### config.mk
export PLATFORM = sky130hd
export DESIGN_NAME = eci_cs_idle
export DESIGN_NICKNAME = d
export VERILOG_FILES = /design/src/pkg/eci_pkg.sv /design/src/eci_cs_idle.sv
export VERILOG_INCLUDE_DIRS = /design/src /design/src/pkg
export SDC_FILE = /design/constraint.sdc
export NUM_CORES = 1
export LEC_CHECK = 0
export BUFFER_PORTS_ARGS = -buffer_cell sky130_fd_sc_hd__buf_2
export CORE_ASPECT_RATIO = 0.75
export CORE_MARGIN = 1
export CORE_UTILIZATION = 44
export CTS_BUF_LIST = sky130_fd_sc_hd__clkbuf_4 sky130_fd_sc_hd__clkbuf_8
export DETAILED_ROUTE_END_ITERATION = 8
export PLACE_DENSITY_LB_ADDON = 0.05
export SLEW_MARGIN = 20
export SYNTH_ARGS = -nofsm -noshare
export SYNTH_HDL_FRONTEND = slang
export SYNTH_SLANG_ARGS = --single-unit
### constraint.sdc
create_clock -name core_clk -period 9.69 [get_ports core_clk]
set_clock_uncertainty 0.15 [all_clocks]
set_input_delay 1.4535 -clock core_clk [delete_from_list [all_inputs] [get_ports core_clk]]
set_output_delay 1.4535 -clock core_clk [all_outputs]
set_load 0.03 [all_outputs]
### src/pkg/eci_defines.svh
// Register offsets, field positions, reset values and widths for the CS extend and idle block
`ifndef ECI_DEFINES_SVH
`define ECI_DEFINES_SVH
// ==========================================
// Register byte addresses
`define ECI_ADDR_W          8
`define ECI_OFS_CSEXT       8'h00
`define ECI_OFS_IDLE        8'h02
`define ECI_OFS_STATUS      8'h04
// ==========================================
// Reset values
`define ECI_CSEXT_RST       16'h0000
`define ECI_IDLE_RST        16'hFF00
// ==========================================
// Field positions
`define ECI_SETUP_LSB       8
`define ECI_HOLD_LSB        0
`define ECI_IDLE_DMA_BIT    15
`define ECI_IDLE_W2R_BIT    14
`define ECI_IDLE_AREA_BIT   13
`define ECI_IDLE_R2W_BIT    12
`define ECI_CNT_B_LSB       10
`define ECI_CNT_A_LSB       8
`define ECI_SEL_LSB         0
// ==========================================
// Widths and counts
`define ECI_AREAS           8
`define ECI_BUS_ADDR_W      24
`define ECI_GAP_W           3
`endif

### src/pkg/eci_pkg.sv
// Types shared by the CS extend and idle block
`default_nettype none
package eci_pkg;
   // ==========================================
   // Sequencer states
   typedef enum logic [4:0] {
      ST_IDLE   = 5'h01,
      ST_GAP    = 5'h02,
      ST_SETUP  = 5'h04,
      ST_ACCESS = 5'h08,
      ST_HOLD   = 5'h10
   } eci_state_t;
   // ==========================================
   // Interface kind of the target area
   typedef enum logic [2:0] {
      IF_BASIC  = 3'h0,
      IF_BSRAM  = 3'h1,
      IF_BURST  = 3'h2,
      IF_MUXED  = 3'h3,
      IF_OTHER  = 3'h4
   } eci_if_t;
   // ==========================================
   // One external access request
   typedef struct packed {
      logic [2:0]  area;
      logic        write;
      logic        dmaSingle;
      logic        cpu;
      eci_if_t     ifKind;
      logic [23:0] addr;
   } eci_req_t;
endpackage : eci_pkg
`default_nettype wire

### src/eci_cs_idle.sv
// Chip-select and address extension with idle cycle insertion between external bus cycles
`timescale 1ns/1ps
`default_nettype none
`include "eci_defines.svh"
module eci_cs_idle (
   // Clock and reset
   input  wire logic                        core_clk,
   input  wire logic                        resetn,
   // Register port
   input  wire logic [`ECI_ADDR_W-1:0]      regAddr,
   input  wire logic [15:0]                 regWrData,
   input  wire logic                        regWr,
   input  wire logic                        regRd,
   output logic      [15:0]                 regRdData,
   // Access request side
   input  wire logic                        reqValid,
   input  wire eci_pkg::eci_req_t           reqIn,
   output logic                             reqReady,
   input  wire logic                        accessDone,
   // External bus timing
   output logic      [`ECI_AREAS-1:0]       areaChipSelectN,
   output logic      [`ECI_BUS_ADDR_W-1:0]  busAddr,
   output logic                             idleCycle,
   output logic                             setupCycle,
   output logic                             accessCycle,
   output logic                             holdCycle
);
   import eci_pkg::*;

   // ==========================================
   // Reset release
   logic [1:0] rstSync_q;
   logic       rstn;
   always_ff @(posedge core_clk or negedge resetn)
   begin
      if (!resetn)
         rstSync_q <= 2'h0;
      else
         rstSync_q <= {rstSync_q[0], 1'b1};
   end
   assign rstn = rstSync_q[1];

   // ==========================================
   // Idle count decode
   function automatic logic [2:0] cntA(input logic [1:0] code);
      cntA = {1'b0, code} + 3'h1;
   endfunction : cntA

   function automatic logic [2:0] cntB(input logic [1:0] code);
      cntB = (code == 2'h0) ? 3'h0 : {1'b0, code} + 3'h1;
   endfunction : cntB

   function automatic logic extKind(input eci_if_t k);
      extKind = (k == IF_BASIC) || (k == IF_BSRAM) || (k == IF_BURST) || (k == IF_MUXED);
   endfunction : extKind

   // ==========================================
   // Registers
   logic [15:0] csExt_q, csExt_d, idleCtl_q, idleCtl_d, rdData_q, rdData_d;
   logic [15:0] statusWord;
   eci_state_t  state_q, state_d;
   logic [2:0]  lastArea_q, lastArea_d;
   logic        lastValid_q, lastValid_d, lastWrite_q, lastWrite_d, lastDma_q, lastDma_d;

   always_comb
   begin
      csExt_d   = csExt_q;
      idleCtl_d = idleCtl_q;
      rdData_d  = 16'h0000;
      if (regWr && regAddr == `ECI_OFS_CSEXT)
         csExt_d = regWrData;
      else if (regWr && regAddr == `ECI_OFS_IDLE)
         idleCtl_d = regWrData;
      if (regRd && regAddr == `ECI_OFS_CSEXT)
         rdData_d = csExt_q;
      else if (regRd && regAddr == `ECI_OFS_IDLE)
         rdData_d = idleCtl_q;
      else if (regRd && regAddr == `ECI_OFS_STATUS)
         rdData_d = statusWord;
   end

   always_ff @(posedge core_clk or negedge rstn)
   begin
      if (!rstn)
      begin
         csExt_q   <= `ECI_CSEXT_RST;
         idleCtl_q <= `ECI_IDLE_RST;
         rdData_q  <= 16'h0000;
      end
      else
      begin
         csExt_q   <= csExt_d;
         idleCtl_q <= idleCtl_d;
         rdData_q  <= rdData_d;
      end
   end
   assign regRdData  = rdData_q;
   assign statusWord = {5'h00, lastValid_q, lastWrite_q, lastDma_q, lastArea_q, state_q};

   // ==========================================
   // Idle need for the pending request
   logic       condDma, condW2R, condArea, condR2W, useB;
   logic [2:0] needA, needAB, idleNeed;
   always_comb
   begin
      condDma  = idleCtl_q[`ECI_IDLE_DMA_BIT] && lastValid_q && lastDma_q;
      condW2R  = idleCtl_q[`ECI_IDLE_W2R_BIT] && lastValid_q && lastWrite_q && !reqIn.write;
      condArea = idleCtl_q[`ECI_IDLE_AREA_BIT] && lastValid_q && !lastWrite_q
                 && !reqIn.write && (lastArea_q != reqIn.area);
      condR2W  = idleCtl_q[`ECI_IDLE_R2W_BIT] && lastValid_q && !lastWrite_q && reqIn.write;
      useB     = idleCtl_q[`ECI_SEL_LSB + reqIn.area];
      needA    = cntA(idleCtl_q[`ECI_CNT_A_LSB +: 2]);
      // count B only for two conditions
      needAB   = useB ? cntB(idleCtl_q[`ECI_CNT_B_LSB +: 2]) : needA;
      idleNeed = 3'h0;
      if (condArea || condR2W)
         idleNeed = needAB;
      if ((condDma || condW2R) && needA > idleNeed)
         idleNeed = needA;
   end

   // ==========================================
   // Sequencer
   eci_req_t   cur_q, cur_d;
   logic [2:0] gap_q, gap_d;
   logic       setupNeed, holdNeed;
   always_comb
   begin
      setupNeed = csExt_q[`ECI_SETUP_LSB + cur_q.area] && extKind(cur_q.ifKind);
      // hold extension, burst processor reads excluded
      holdNeed  = csExt_q[`ECI_HOLD_LSB + cur_q.area] && extKind(cur_q.ifKind)
                  && !(cur_q.ifKind == IF_BURST && cur_q.cpu && !cur_q.write);
   end

   always_comb
   begin
      state_d     = state_q;
      cur_d       = cur_q;
      gap_d       = gap_q;
      lastValid_d = lastValid_q;
      lastWrite_d = lastWrite_q;
      lastDma_d   = lastDma_q;
      lastArea_d  = lastArea_q;
      case (state_q)
         ST_IDLE:
         begin
            if (reqValid)
            begin
               cur_d = reqIn;
               if (idleNeed != 3'h0)
               begin
                  state_d = ST_GAP;
                  gap_d   = idleNeed - 3'h1;
               end
               else if (csExt_q[`ECI_SETUP_LSB + reqIn.area] && extKind(reqIn.ifKind))
                  state_d = ST_SETUP;
               else
                  state_d = ST_ACCESS;
            end
            else
               lastValid_d = 1'b0;
         end
         ST_GAP:
         begin
            if (gap_q != 3'h0)
               gap_d = gap_q - 3'h1;
            else if (setupNeed)
               state_d = ST_SETUP;
            else
               state_d = ST_ACCESS;
         end
         ST_SETUP:
            state_d = ST_ACCESS;
         ST_ACCESS:
         begin
            if (accessDone)
            begin
               lastValid_d = 1'b1;
               lastWrite_d = cur_q.write;
               lastDma_d   = cur_q.dmaSingle && cur_q.write;
               lastArea_d  = cur_q.area;
               state_d     = holdNeed ? ST_HOLD : ST_IDLE;
            end
         end
         ST_HOLD:
            state_d = ST_IDLE;
         default:
            state_d = ST_IDLE;
      endcase
   end

   always_ff @(posedge core_clk or negedge rstn)
   begin
      if (!rstn)
      begin
         state_q     <= ST_IDLE;
         cur_q       <= '0;
         gap_q       <= 3'h0;
         lastValid_q <= 1'b0;
         lastWrite_q <= 1'b0;
         lastDma_q   <= 1'b0;
         lastArea_q  <= 3'h0;
      end
      else
      begin
         state_q     <= state_d;
         cur_q       <= cur_d;
         gap_q       <= gap_d;
         lastValid_q <= lastValid_d;
         lastWrite_q <= lastWrite_d;
         lastDma_q   <= lastDma_d;
         lastArea_q  <= lastArea_d;
      end
   end

   // ==========================================
   // Bus outputs
   logic [7:0]  csN_q, csN_d;
   logic [23:0] addr_q, addr_d;
   logic [4:0]  ph_q, ph_d;
   always_comb
   begin
      csN_d  = 8'hFF;
      addr_d = addr_q;
      ph_d   = {state_d == ST_IDLE, state_d == ST_GAP, state_d == ST_SETUP,
                state_d == ST_ACCESS, state_d == ST_HOLD};
      if (state_d == ST_SETUP || state_d == ST_ACCESS || state_d == ST_HOLD)
      begin
         csN_d[cur_d.area] = 1'b0;
         addr_d            = cur_d.addr;
      end
   end

   always_ff @(posedge core_clk or negedge rstn)
   begin
      if (!rstn)
      begin
         csN_q  <= 8'hFF;
         addr_q <= 24'h000000;
         ph_q   <= 5'h10;
      end
      else
      begin
         csN_q  <= csN_d;
         addr_q <= addr_d;
         ph_q   <= ph_d;
      end
   end
   assign areaChipSelectN = csN_q;
   assign busAddr         = addr_q;
   assign reqReady        = ph_q[4];
   assign idleCycle       = ph_q[3];
   assign setupCycle      = ph_q[2];
   assign accessCycle     = ph_q[1];
   assign holdCycle       = ph_q[0];
endmodule : eci_cs_idle
`default_nettype wire

==> results of run 1 <==
[Yosys cell counts, types with 3 or more instances]
library cell / count / area (um2)
or3_1: 3 / 18.8
a211oi_1: 4 / 30.0
dfrtp_1: 116 / 2900
a22o_1: 5 / 43.8
nand3_1: 4 / 20.0
a21oi_1: 3 / 15.0
nand2b_1: 3 / 18.8
mux2i_1: 5 / 50.1
a222oi_1: 11 / 110
nor3_1: 5 / 25.0
dfstp_2: 18 / 473
nor2b_1: 4 / 25.0
nand2_1: 12 / 45.0
ha_1: 7 / 87.6
inv_1: 24 / 90.1
xor2_1: 3 / 26.3
clkbuf_1: 11 / 41.3
buf_4: 3 / 22.5
or4_1: 4 / 30.0
o21ai_0: 9 / 45.0
mux2_2: 92 / 1040
a21o_1: 3 / 22.5
mux4_2: 8 / 180
nor2_1: 9 / 33.8
[flip-flops by register name, indices dropped and copies added (netlist names)]
signal / flops
gap_q: 3
lastArea_q: 3
regRdData: 16
areaChipSelectN: 8
lastDma_q: 1
state_q: 5
ph_q: 5
lastWrite_q: 1
busAddr: 24
cur_q: 33
csExt_q: 16
rstSync_q: 2
lastValid_q: 1
idleCtl_q: 16
[kinds of logic after synthesis]
kind of cell,Yosys count,synth area share
xor gates and xnor gates,3,0.00452
muxes,106,0.222
DFF,134,0.581
buffers and inverters,42,0.0317
adders and majority gates,7,0.0151
other,1,0.000646
and+or+nand+nor,60,0.0586
AOI/OAI and AO/OA,59,0.0866
[final cells by class]
type                    count  share of cell area
multi-input cells         236               0.322
well taps                 166              0.0297
clock buffers              20              0.0394
flip-flops and latches    134               0.483
clock inverters            12              0.0247
repair buffers            120              0.0877
inverters                  24              0.0129
[critical path: cells and delay by family]
| family | cells | cell delay, ps |
|---|---|---|
| adder cells (fa/ha/maj) | 1 | 280 |
| AND/OR/NAND/NOR | 5 | 1000 |
| multiplexers | 2 | 860 |
| AO/OA/AOI/OAI | 4 | 1340 |
| buffers and inverters | 2 | 460 |
[per-stage QoR]
| stage | cell area (um2) | std cells | worst slack, ps | hold WS [ps] |
|---|---|---|---|---|
| 4_1_cts | 6990 | 712 | 4520 | 207 |
| 3_5_place_dp | 6550 | 680 | 4060 | 189 |
| 6_report | 6990 | 712 | 4470 | 202 |
| 2_1_floorplan | 5810 | 412 | 4800 | 181 |
| 3_3_place_gp | 6550 | 680 | 4330 | 191 |
| 5_1_grt | 6990 | 712 | 4140 | 209 |
[power by group through the flow]
stage | Sequential (W) | Combinational (W) | Clock (W)
6_report | 0.000825 | 0.000560 | 0.000517
5_1_grt | 0.000845 | 0.000607 | 0.000557
4_1_cts | 0.000826 | 0.000570 | 0.000529
3_5_place_dp | 0.000835 | 0.000569 | 0
3_3_place_gp | 0.000831 | 0.000554 | 0
2_1_floorplan | 0.000932 | 0.000310 | 0
[final timing paths]
check	from	endpoint	slack [ps]
worst max-delay path	reqIn[30]	areaChipSelectN[2]	4470
worst min-delay path	rstSync_q[0]	rstSync_q[1]	200
worst max register to register	idleCtl_q[6]	areaChipSelectN[2]	5310
worst min register to register	rstSync_q[0]	rstSync_q[1]	200
max in group asynchronous	rstSync_q[1]	ph_q[0]	7740
min in group asynchronous	rstSync_q[1]	busAddr[20]	240
[per-layer routing]
metal	share of wire	GRT usage	vias to the layer above	routed length (um)
met2	0.44	0.299	142	5790
met5	0	0	-	0
met3	0.072	0.0591	16	944
li1	-	-	1760	-
met1	0.47	0.305	1993	6190
met4	0.016	0.0648	0	204
==> impl_summary.txt, run 1 <==
----------------------------------------------------
[Job]
  Max-capacitance violation count ... 0

[Setup path]
  Category of the critical setup timing path ... input pin to flip-flop
  Data arrival time of the worst path ... 5410 ps
  Largest fanout on the critical path ... 32
  Register-to-Register Path Depth ... 13
  Critical path's largest stage delay ... 550 ps
  Worst setup EP type ... flip-flop
  CP required ... 9880 ps
  Slowest stage cell, crit path ... mux4_2
  Ordered list of cells on the worst path ... buf_2 -> mux4_2 -> mux2i_4 -> nor2_1 -> a211oi_1 -> ha_1 -> nand3_1 -> nand2_1 -> a211oi_1 -> nor3_1 -> a2111oi_4 -> o21ai_2 -> buf_4 -> or4b_1
  Startpoint type of the worst setup path ... input pin
  Most common cell type on the critical path ... a211oi_1

[Power]
  Leakage Power ... 3.37 nW
  Total design power ... 0.00190 W
  Part of the total power dissipated in combinational logic ... 0.295
  Clock power share ... 0.272
  Switching power summed over all nets ... 0.000623 W
  Share of total power consumed by net switching ... 0.328
  Sequential share of power ... 0.434
  Pwr Density ... 272 nW/um2
  Internal ... 0.00128 W
  Maximum resistive drop on vdd ... 0.173 mV

[Placement]
  Number of port buffers ... 115
  Placed wire-length estimate ... 9.26 mm
  Routability congestion estimate from global placement ... 0.891

[Clock tree]
  CTS HTree Levels ... 4
  Insertion delay of the later-clocked pin in the worst-skew pair ... 420 ps
  Post-cts hold buffer count ... 0
  CTS Buf Count ... 17
  Maximum clock insertion buffer count ... 2
  CTS clk-pin slew, worst paths ... 70 ps
  Setup Buffers After CTS ... 0
  Clock root buffer ... clkbuf_8
  Cells resized by post-CTS repair ... 0
  Clock net sink count ... 134
  CTS tree ... yes

[Worst hold path]
  Hold Crit Depth ... 0
  Hold crit path type ... flip-flop to flip-flop

[Timing]
  Timing-limited maximum frequency ... 0.191 GHz
  Number of endpoints with negative hold slack in the final report ... 0
  Final slew viol count ... 0
  Period Utilization, post-route ... 0.539
  Least-Margin Pin Slew ... 920 ps
  RSZ-0062 raised after global routing ... no
  Setup Viol. Count Final ... 0
  Max transition margin ... 0.387
  Post-layout minimum cycle time ... 5220 ps
  Final-layout setup total negative slack ... 0 ps

[Die]
  Number of top-level design ports ... 116
  Initial core utilization ... 0.462
  DIE AREA ... 13700 um2
  Placement Rows ... 35
  X dimension of the die ... 135 um
  Std-Cell Core Area ... 12600 um2
  Vert. Die Dim ... 102 um

[Yosys]
  Count of flip-flops with a built-in enable after synthesis ... 0
  Yosys cell types ... 56
  Net count after synthesis ... 482
  Synthesis-stage register bit count ... 134
  Post-Syn Area per Cell ... 14.1 um2
  Dominant synthesized flop cell ... dfrtp_1
  Gate Count Post-Synth ... 412
  Mapped Area ... 5810 um2
  Synth warn ... 0
  Share of synthesized flip-flops with an asynchronous set or reset ... 1.00
  Register area share after synthesis ... 0.581

[Global routing]
  Via count of the first global-routing pass ... 4012
  Largest net degree at the start of global routing ... 77
  Total overflow reported by the global router ... 0
  Global-route wire length before repair ... 21.3 mm
  Number of antenna violations at the first check in global routing ... 0
  GRT Util Overall ... 0.208

[Final layout]
  Share of the core filled with cells in the final layout ... 0.556
  Area occupied by multi-input gates ... 2250 um2
  Leading cell types in the layout, fill and taps excluded ... dfrtp_1, buf_2, mux2_2
  Share of post-route cells with drive strength above 1 ... 0.511
  Filler Cells Inserted ... 1073
  Final net count ... 603
  Number of diodes added for antenna fixing ... 0
  P&R area growth vs syn ... 20.4%
  Footprint of the flip-flops and latches ... 3380 um2

[Detailed routing]
  Initial DRT Pass Iterations ... 8
  Number of DRC markers in iteration 0 ... 247
  Number of nets with antenna violations after detailed routing ... 0
  Routed via count ... 3911
  Via/cell ratio ... 5.49
  Routed WL per cell ... 18.4 um
  Total detailed-routing wirelength ... 13.1 mm
  Number of remaining DRC errors ... 0

[Run status]
  Run status ... completed

----------------------------------------------------
(Power assumes the default switching activity.)
==> inputs of run 2 (changes only) <==
==> constraint.sdc (replaced) <==
create_clock -name core_clk -period 5.3 [get_ports core_clk]
set_clock_uncertainty 0.15 [all_clocks]
set_input_delay 0.795 -clock core_clk [delete_from_list [all_inputs] [get_ports core_clk]]
set_output_delay 0.795 -clock core_clk [all_outputs]
set_load 0.03 [all_outputs]
==> impl_summary.txt, run 2 (synthesized netlist as in run 1, its figures left out) <==
----------------------------------------------------
[Run status]
  Run status ... completed

[Die]
  Number of top-level design ports ... 116
  Std-Cell Core Area ... 12600 um2
  DIE AREA ... 13700 um2
  X dimension of the die ... 135 um
  Initial core utilization ... 0.462
  Placement Rows ... 35
  Vert. Die Dim ... 102 um

[Final layout]
  Flip-flop count of the largest register after layout ... 33
  Number of diodes added for antenna fixing ... 0
  Filler Cells Inserted ... 1068
  Area of all placed cells without fillers ... 7020 um2
  Area occupied by multi-input gates ... 2250 um2
  Share of post-route cells with drive strength above 1 ... 0.512
  Largest reg by FF count ... cur_q
  Footprint of the flip-flops and latches ... 3380 um2
  Leading cell types in the layout, fill and taps excluded ... dfrtp_1, buf_2, mux2_2
  Final net count ... 606
  P&R area growth vs syn ... 20.8%

[Detailed routing]
  Number of DRC markers in iteration 0 ... 284
  Routed WL per cell ... 18.0 um
  Routed via count ... 3876
  Number of nets with antenna violations after detailed routing ... 0
  Number of remaining DRC errors ... 0
  Initial DRT Pass Iterations ... 8
  Total detailed-routing wirelength ... 12.8 mm
  Via/cell ratio ... 5.42

[Setup path]
  Count of buffering cells on the critical path with inverters included ... 2
  Most common cell type on the critical path ... a211oi_1
  Category of the critical setup timing path ... input pin to flip-flop
  Slowest stage cell, crit path ... mux4_2
  Startpoint type of the worst setup path ... input pin
  Critical path's largest stage delay ... 550 ps
  Largest fanout on the critical path ... 32
  Category of cells accounting for the largest share of critical-path delay ... compound AO/OA/AOI/OAI gates
  Data arrival time of the worst path ... 4670 ps
  CP required ... 5480 ps
  Worst setup EP type ... flip-flop
  Ordered list of cells on the worst path ... buf_2 -> mux4_2 -> mux2i_4 -> nor2_1 -> a211oi_1 -> ha_1 -> nand3_1 -> nand2_1 -> a211oi_1 -> nor3_1 -> a2111oi_4 -> o21ai_2 -> buf_12 -> or4b_1

[Clock tree]
  Post-cts hold buffer count ... 1
  CTS HTree Levels ... 4
  Cells resized by post-CTS repair ... 0
  CTS tree ... yes
  CTS Buf Count ... 17
  Clock net sink count ... 134
  CTS clk-pin slew, worst paths ... 80 ps
  Clock root buffer ... clkbuf_8
  Setup Buffers After CTS ... 0
  Maximum clock insertion buffer count ... 2
  Insertion delay of the later-clocked pin in the worst-skew pair ... 420 ps

[Timing]
  Final-layout setup total negative slack ... 0 ps
  Min setup slack post-route ... 813 ps
  Period Utilization, post-route ... 0.847
  RSZ-0062 raised after global routing ... no
  Number of endpoints with negative hold slack in the final report ... 0
  Setup Viol. Count Final ... 0
  Max transition margin ... 0.408
  Least-Margin Pin Slew ... 885 ps
  Final slew viol count ... 0
  Post-layout minimum cycle time ... 4490 ps
  Timing-limited maximum frequency ... 0.223 GHz

[Placement]
  Routability congestion estimate from global placement ... 0.897
  Number of port buffers ... 115
  Post-place setup slack ... 394 ps
  Instance area after placement ... 6570 um2
  Placed wire-length estimate ... 9.19 mm

[Power]
  Part of the total power dissipated in combinational logic ... 0.305
  Sequential share of power ... 0.438
  Internal ... 0.00228 W
  Leakage Power ... 3.38 nW
  Pwr Density ... 490 nW/um2
  Total design power ... 0.00344 W
  Switching power summed over all nets ... 0.00115 W
  Maximum resistive drop on vdd ... 0.342 mV
  Clock power share ... 0.258
  Share of total power consumed by net switching ... 0.335

[Global routing]
  Largest net degree at the start of global routing ... 81
  Total overflow reported by the global router ... 0
  Number of antenna violations at the first check in global routing ... 0
  Global-route wire length before repair ... 20.8 mm
  GRT Util Overall ... 0.203
  Via count of the first global-routing pass ... 3879

[Job]
  Max-capacitance violation count ... 0

[Worst hold path]
  Hold crit path type ... flip-flop to async pin

----------------------------------------------------
[run 2: worst reg2reg max path, stage by stage (launching register included)]
cell and delay, ps:
dfrtp_1 440, mux4_2 510, mux2i_4 290, nor2_1 80, a211oi_1 240, ha_1 270
nand3_1 70, nand2_1 70, a211oi_1 510, nor3_1 250, a2111oi_4 530, o21ai_2 120
buf_12 200, or4b_1 500
[run 2: layout make-up]
class                           instances  share of cell area
Clock inverter                         14              0.0246
Clock buffer                           18              0.0353
Timing Repair Buffer                  123              0.0945
Multi-Input combinational cell        236               0.321
Sequential cell                       134               0.482
Tap cell                              166              0.0296
Inverter                               24              0.0128
[run 2: worst paths after layout]
| kind | startpoint | endpoint | slack (ps) | cells past startpoint |
|---|---|---|---|---|
| worst max-delay path | reqIn[30] | areaChipSelectN[2] | 810 | 14 |
| worst min-delay path | rstSync_q[1] | busAddr[21] | 160 | 0 |
| worst max register to register | idleCtl_q[6] | areaChipSelectN[2] | 1000 | 13 |
| worst min register to register | rstSync_q[1] | busAddr[21] | 160 | 0 |
| max in group asynchronous | rstSync_q[1] | lastValid_q | 3790 | 1 |
| min in group core_clk | rstSync_q[0] | rstSync_q[1] | 210 | 0 |
[run 2: power groups by stage]
stage                     Sequential (W)  Clock, W  Combinational [W]
after floorplan                  0.00170         0           0.000567
after global placement           0.00152         0            0.00103
after detailed placement         0.00153         0            0.00105
after CTS                        0.00151  0.000913            0.00105
after global routing             0.00154  0.000955            0.00113
final                            0.00150  0.000886            0.00105
[run 2: through the flow]
stage | hold WS (ps) | instances | util
floorplan | 181 | 412 | -
global placement | 191 | 681 | 0.522
detailed placement | 190 | 681 | 0.522
CTS | 211 | 714 | 0.557
global route | 209 | 715 | 0.558
finish | 158 | 715 | 0.558
[run 2: routing by layer]
metal	routed length (um)	GRT usage	up-vias
met5	0	0	-
met4	104	0.0553	0
met3	727	0.0470	12
met2	5810	0.307	116
met1	6190	0.296	1983
li1	-	-	1765
==> inputs of run 3 (changes only) <==
==> constraint.sdc (replaced) <==
create_clock -name core_clk -period 3.7 [get_ports core_clk]
set_clock_uncertainty 0.15 [all_clocks]
set_input_delay 0.555 -clock core_clk [delete_from_list [all_inputs] [get_ports core_clk]]
set_output_delay 0.555 -clock core_clk [all_outputs]
set_load 0.03 [all_outputs]
==> impl_summary.txt, run 3 (synthesized netlist as in run 1, its figures left out) <==
----------------------------------------------------
[Run status]
  Run status ... finished, violations left
  Violated checks ... setup timing

[Clock tree]
  Maximum clock insertion buffer count ... 2
  Clock net sink count ... 134
  CTS clk-pin slew, worst paths ... 90 ps
  Clock root buffer ... clkbuf_8
  Insertion delay of the later-clocked pin in the worst-skew pair ... 440 ps
  CTS HTree Levels ... 4
  CTS tree ... yes
  CTS Buf Count ... 17

[Detailed routing]
  Routed via count ... 3982
  Total detailed-routing wirelength ... 13.1 mm
  Number of remaining DRC errors ... 0
  Number of DRC markers in iteration 0 ... 288
  Routed WL per cell ... 17.6 um
  Via/cell ratio ... 5.34
  Initial DRT Pass Iterations ... 6
  Number of nets with antenna violations after detailed routing ... 0

[Final layout]
  Number of diodes added for antenna fixing ... 0
  Final cell count without fillers ... 745
  P&R area growth vs syn ... 26.5%
  Final net count ... 636
  Flip-flop count of the largest register after layout ... 33
  Footprint of the flip-flops and latches ... 3380 um2
  Area occupied by multi-input gates ... 2340 um2
  Filler Cells Inserted ... 1053
  Share of post-route cells with drive strength above 1 ... 0.561
  Largest reg by FF count ... cur_q
  Leading cell types in the layout, fill and taps excluded ... dfrtp_1, buf_2, mux2_2

[Global routing]
  Largest net degree at the start of global routing ... 68
  Via count of the first global-routing pass ... 4092
  Total overflow reported by the global router ... 0
  Number of antenna violations at the first check in global routing ... 0
  Global-route wire length before repair ... 21.5 mm
  GRT Util Overall ... 0.210

[Timing]
  Setup Viol. Count Final ... 28
  Timing-limited maximum frequency ... 0.266 GHz
  Final slew viol count ... 0
  RSZ-0062 raised after global routing ... yes
  Number of endpoints with negative hold slack in the final report ... 0
  Max transition margin ... 0.373
  Final-layout setup total negative slack ... -615 ps
  Least-Margin Pin Slew ... 938 ps
  Period Utilization, post-route ... 1.02
  Post-layout minimum cycle time ... 3770 ps
  Min setup slack post-route ... -65.3 ps

[Job]
  Max-capacitance violation count ... 0

[Setup path]
  Data arrival time of the worst path ... 3970 ps
  Beginning of the worst register-to-register path ... idleCtl_q[5]
  Reg2reg end ... areaChipSelectN[2]
  Register-to-Register Path Depth ... 13
  CP required ... 3900 ps
  Startpoint type of the worst setup path ... flip-flop
  Category of the critical setup timing path ... flip-flop to flip-flop
  Worst setup EP type ... flip-flop
  Largest fanout on the critical path ... 16
  Worst reg-to-reg setup slack ... -70 ps

[Power]
  Maximum resistive drop on vdd ... 0.514 mV
  Leakage Power ... 3.54 nW
  Pwr Density ... 681 nW/um2

[Worst hold path]
  Hold Crit Depth ... 2
  Hold crit path type ... input pin to flip-flop
  Worst hold path startpoint ... reqIn[24]
  Endpoint of the worst hold-timing path ... cur_q[24]

[Die]
  Placement Rows ... 35
  Number of top-level design ports ... 116
  Vert. Die Dim ... 102 um
  DIE AREA ... 13700 um2
  Std-Cell Core Area ... 12600 um2
  Initial core utilization ... 0.462
  X dimension of the die ... 135 um

[Placement]
  Cell Count Post-Placement ... 701
  Routability congestion estimate from global placement ... 0.809
  Number of port buffers ... 115
  Placed wire-length estimate ... 9.31 mm

----------------------------------------------------
==> run 3: cell count changes in the layout (fill, tap and decap cells not counted), sizes merged <==
cell / previous run / this run
clkinv: 6 / 2
bufinv: 3 / 2
inv: 27 / 31
clkinvlp: 2 / 3
buf: 122 / 152
==> run 3: repair_timing <==
action,in CTS,in global routing
buffers inserted,10,1
hold buffers,1,0
gates resized for setup,7,10
endpoints found under the setup margin,28,35
pin swaps,0,5
hold endpoints to repair,2,0
==> run 3: power by group <==
part	internal (W)	switching [W]
Combinational	0.000760	0.000835
Clock	0.000635	0.000619
Sequential	0.00190	0.000257
==> run 3: cell type report <==
cell class / instances / share of cell area
flip-flops and latches: 134 / 0.460
multi-input cells: 236 / 0.319
repair buffers: 153 / 0.125
clock buffers: 18 / 0.0337
well taps: 166 / 0.0283
clock inverters: 14 / 0.0223
inverters: 24 / 0.0123
==> run 3: metal layers <==
metal / GRT usage / routed length, um / vias to the layer above
met5: 0 / 0 / -
met1: 0.288 / 6050 / 2011
met2: 0.321 / 6110 / 121
met4: 0.0804 / 180 / 0
met3: 0.0556 / 811 / 16
li1: - / - / 1834
==> run 3: how the worst max path moves through the flow <==
stage	start	endpoint	slack [ps]	cells past startpoint
6_report	idleCtl_q[5]	areaChipSelectN[2]	-70	13
5_1_grt	idleCtl_q[5]	areaChipSelectN[2]	-160	14
4_1_cts	idleCtl_q[5]	areaChipSelectN[2]	8	13
3_5_place_dp	reqIn[30]	areaChipSelectN[2]	-400	14
3_3_place_gp	reqIn[30]	areaChipSelectN[6]	-260	13
2_1_floorplan	reqIn[30]	areaChipSelectN[0]	-100	13
==> run 3: per-stage QoR <==
step	total power (W)	hold WS (ps)	util	setup slack [ps]	area, um2
2_1_floorplan	0.00326	109	-	-98.4	5830
3_3_place_gp	0.00374	187	0.539	-256	6770
3_5_place_dp	0.00378	190	0.539	-404	6770
4_1_cts	0.00506	168	0.582	8.14	7320
5_1_grt	0.00529	179	0.585	-162	7350
6_report	0.00501	194	0.585	-65.3	7350
==> run 3: worst max-delay path, cell delays in order (launching register included) <==
cell and delay [ps]:
dfrtp_1 410, mux4_2 500, mux2i_4 310, buf_4 180
a211oi_2 60, ha_1 250, nor2b_4 120, o21ai_2 70
a211oi_4 410, a2111oi_4 90, a2111oi_4 380, o21ai_2 110
buf_12 170, or4b_4 470
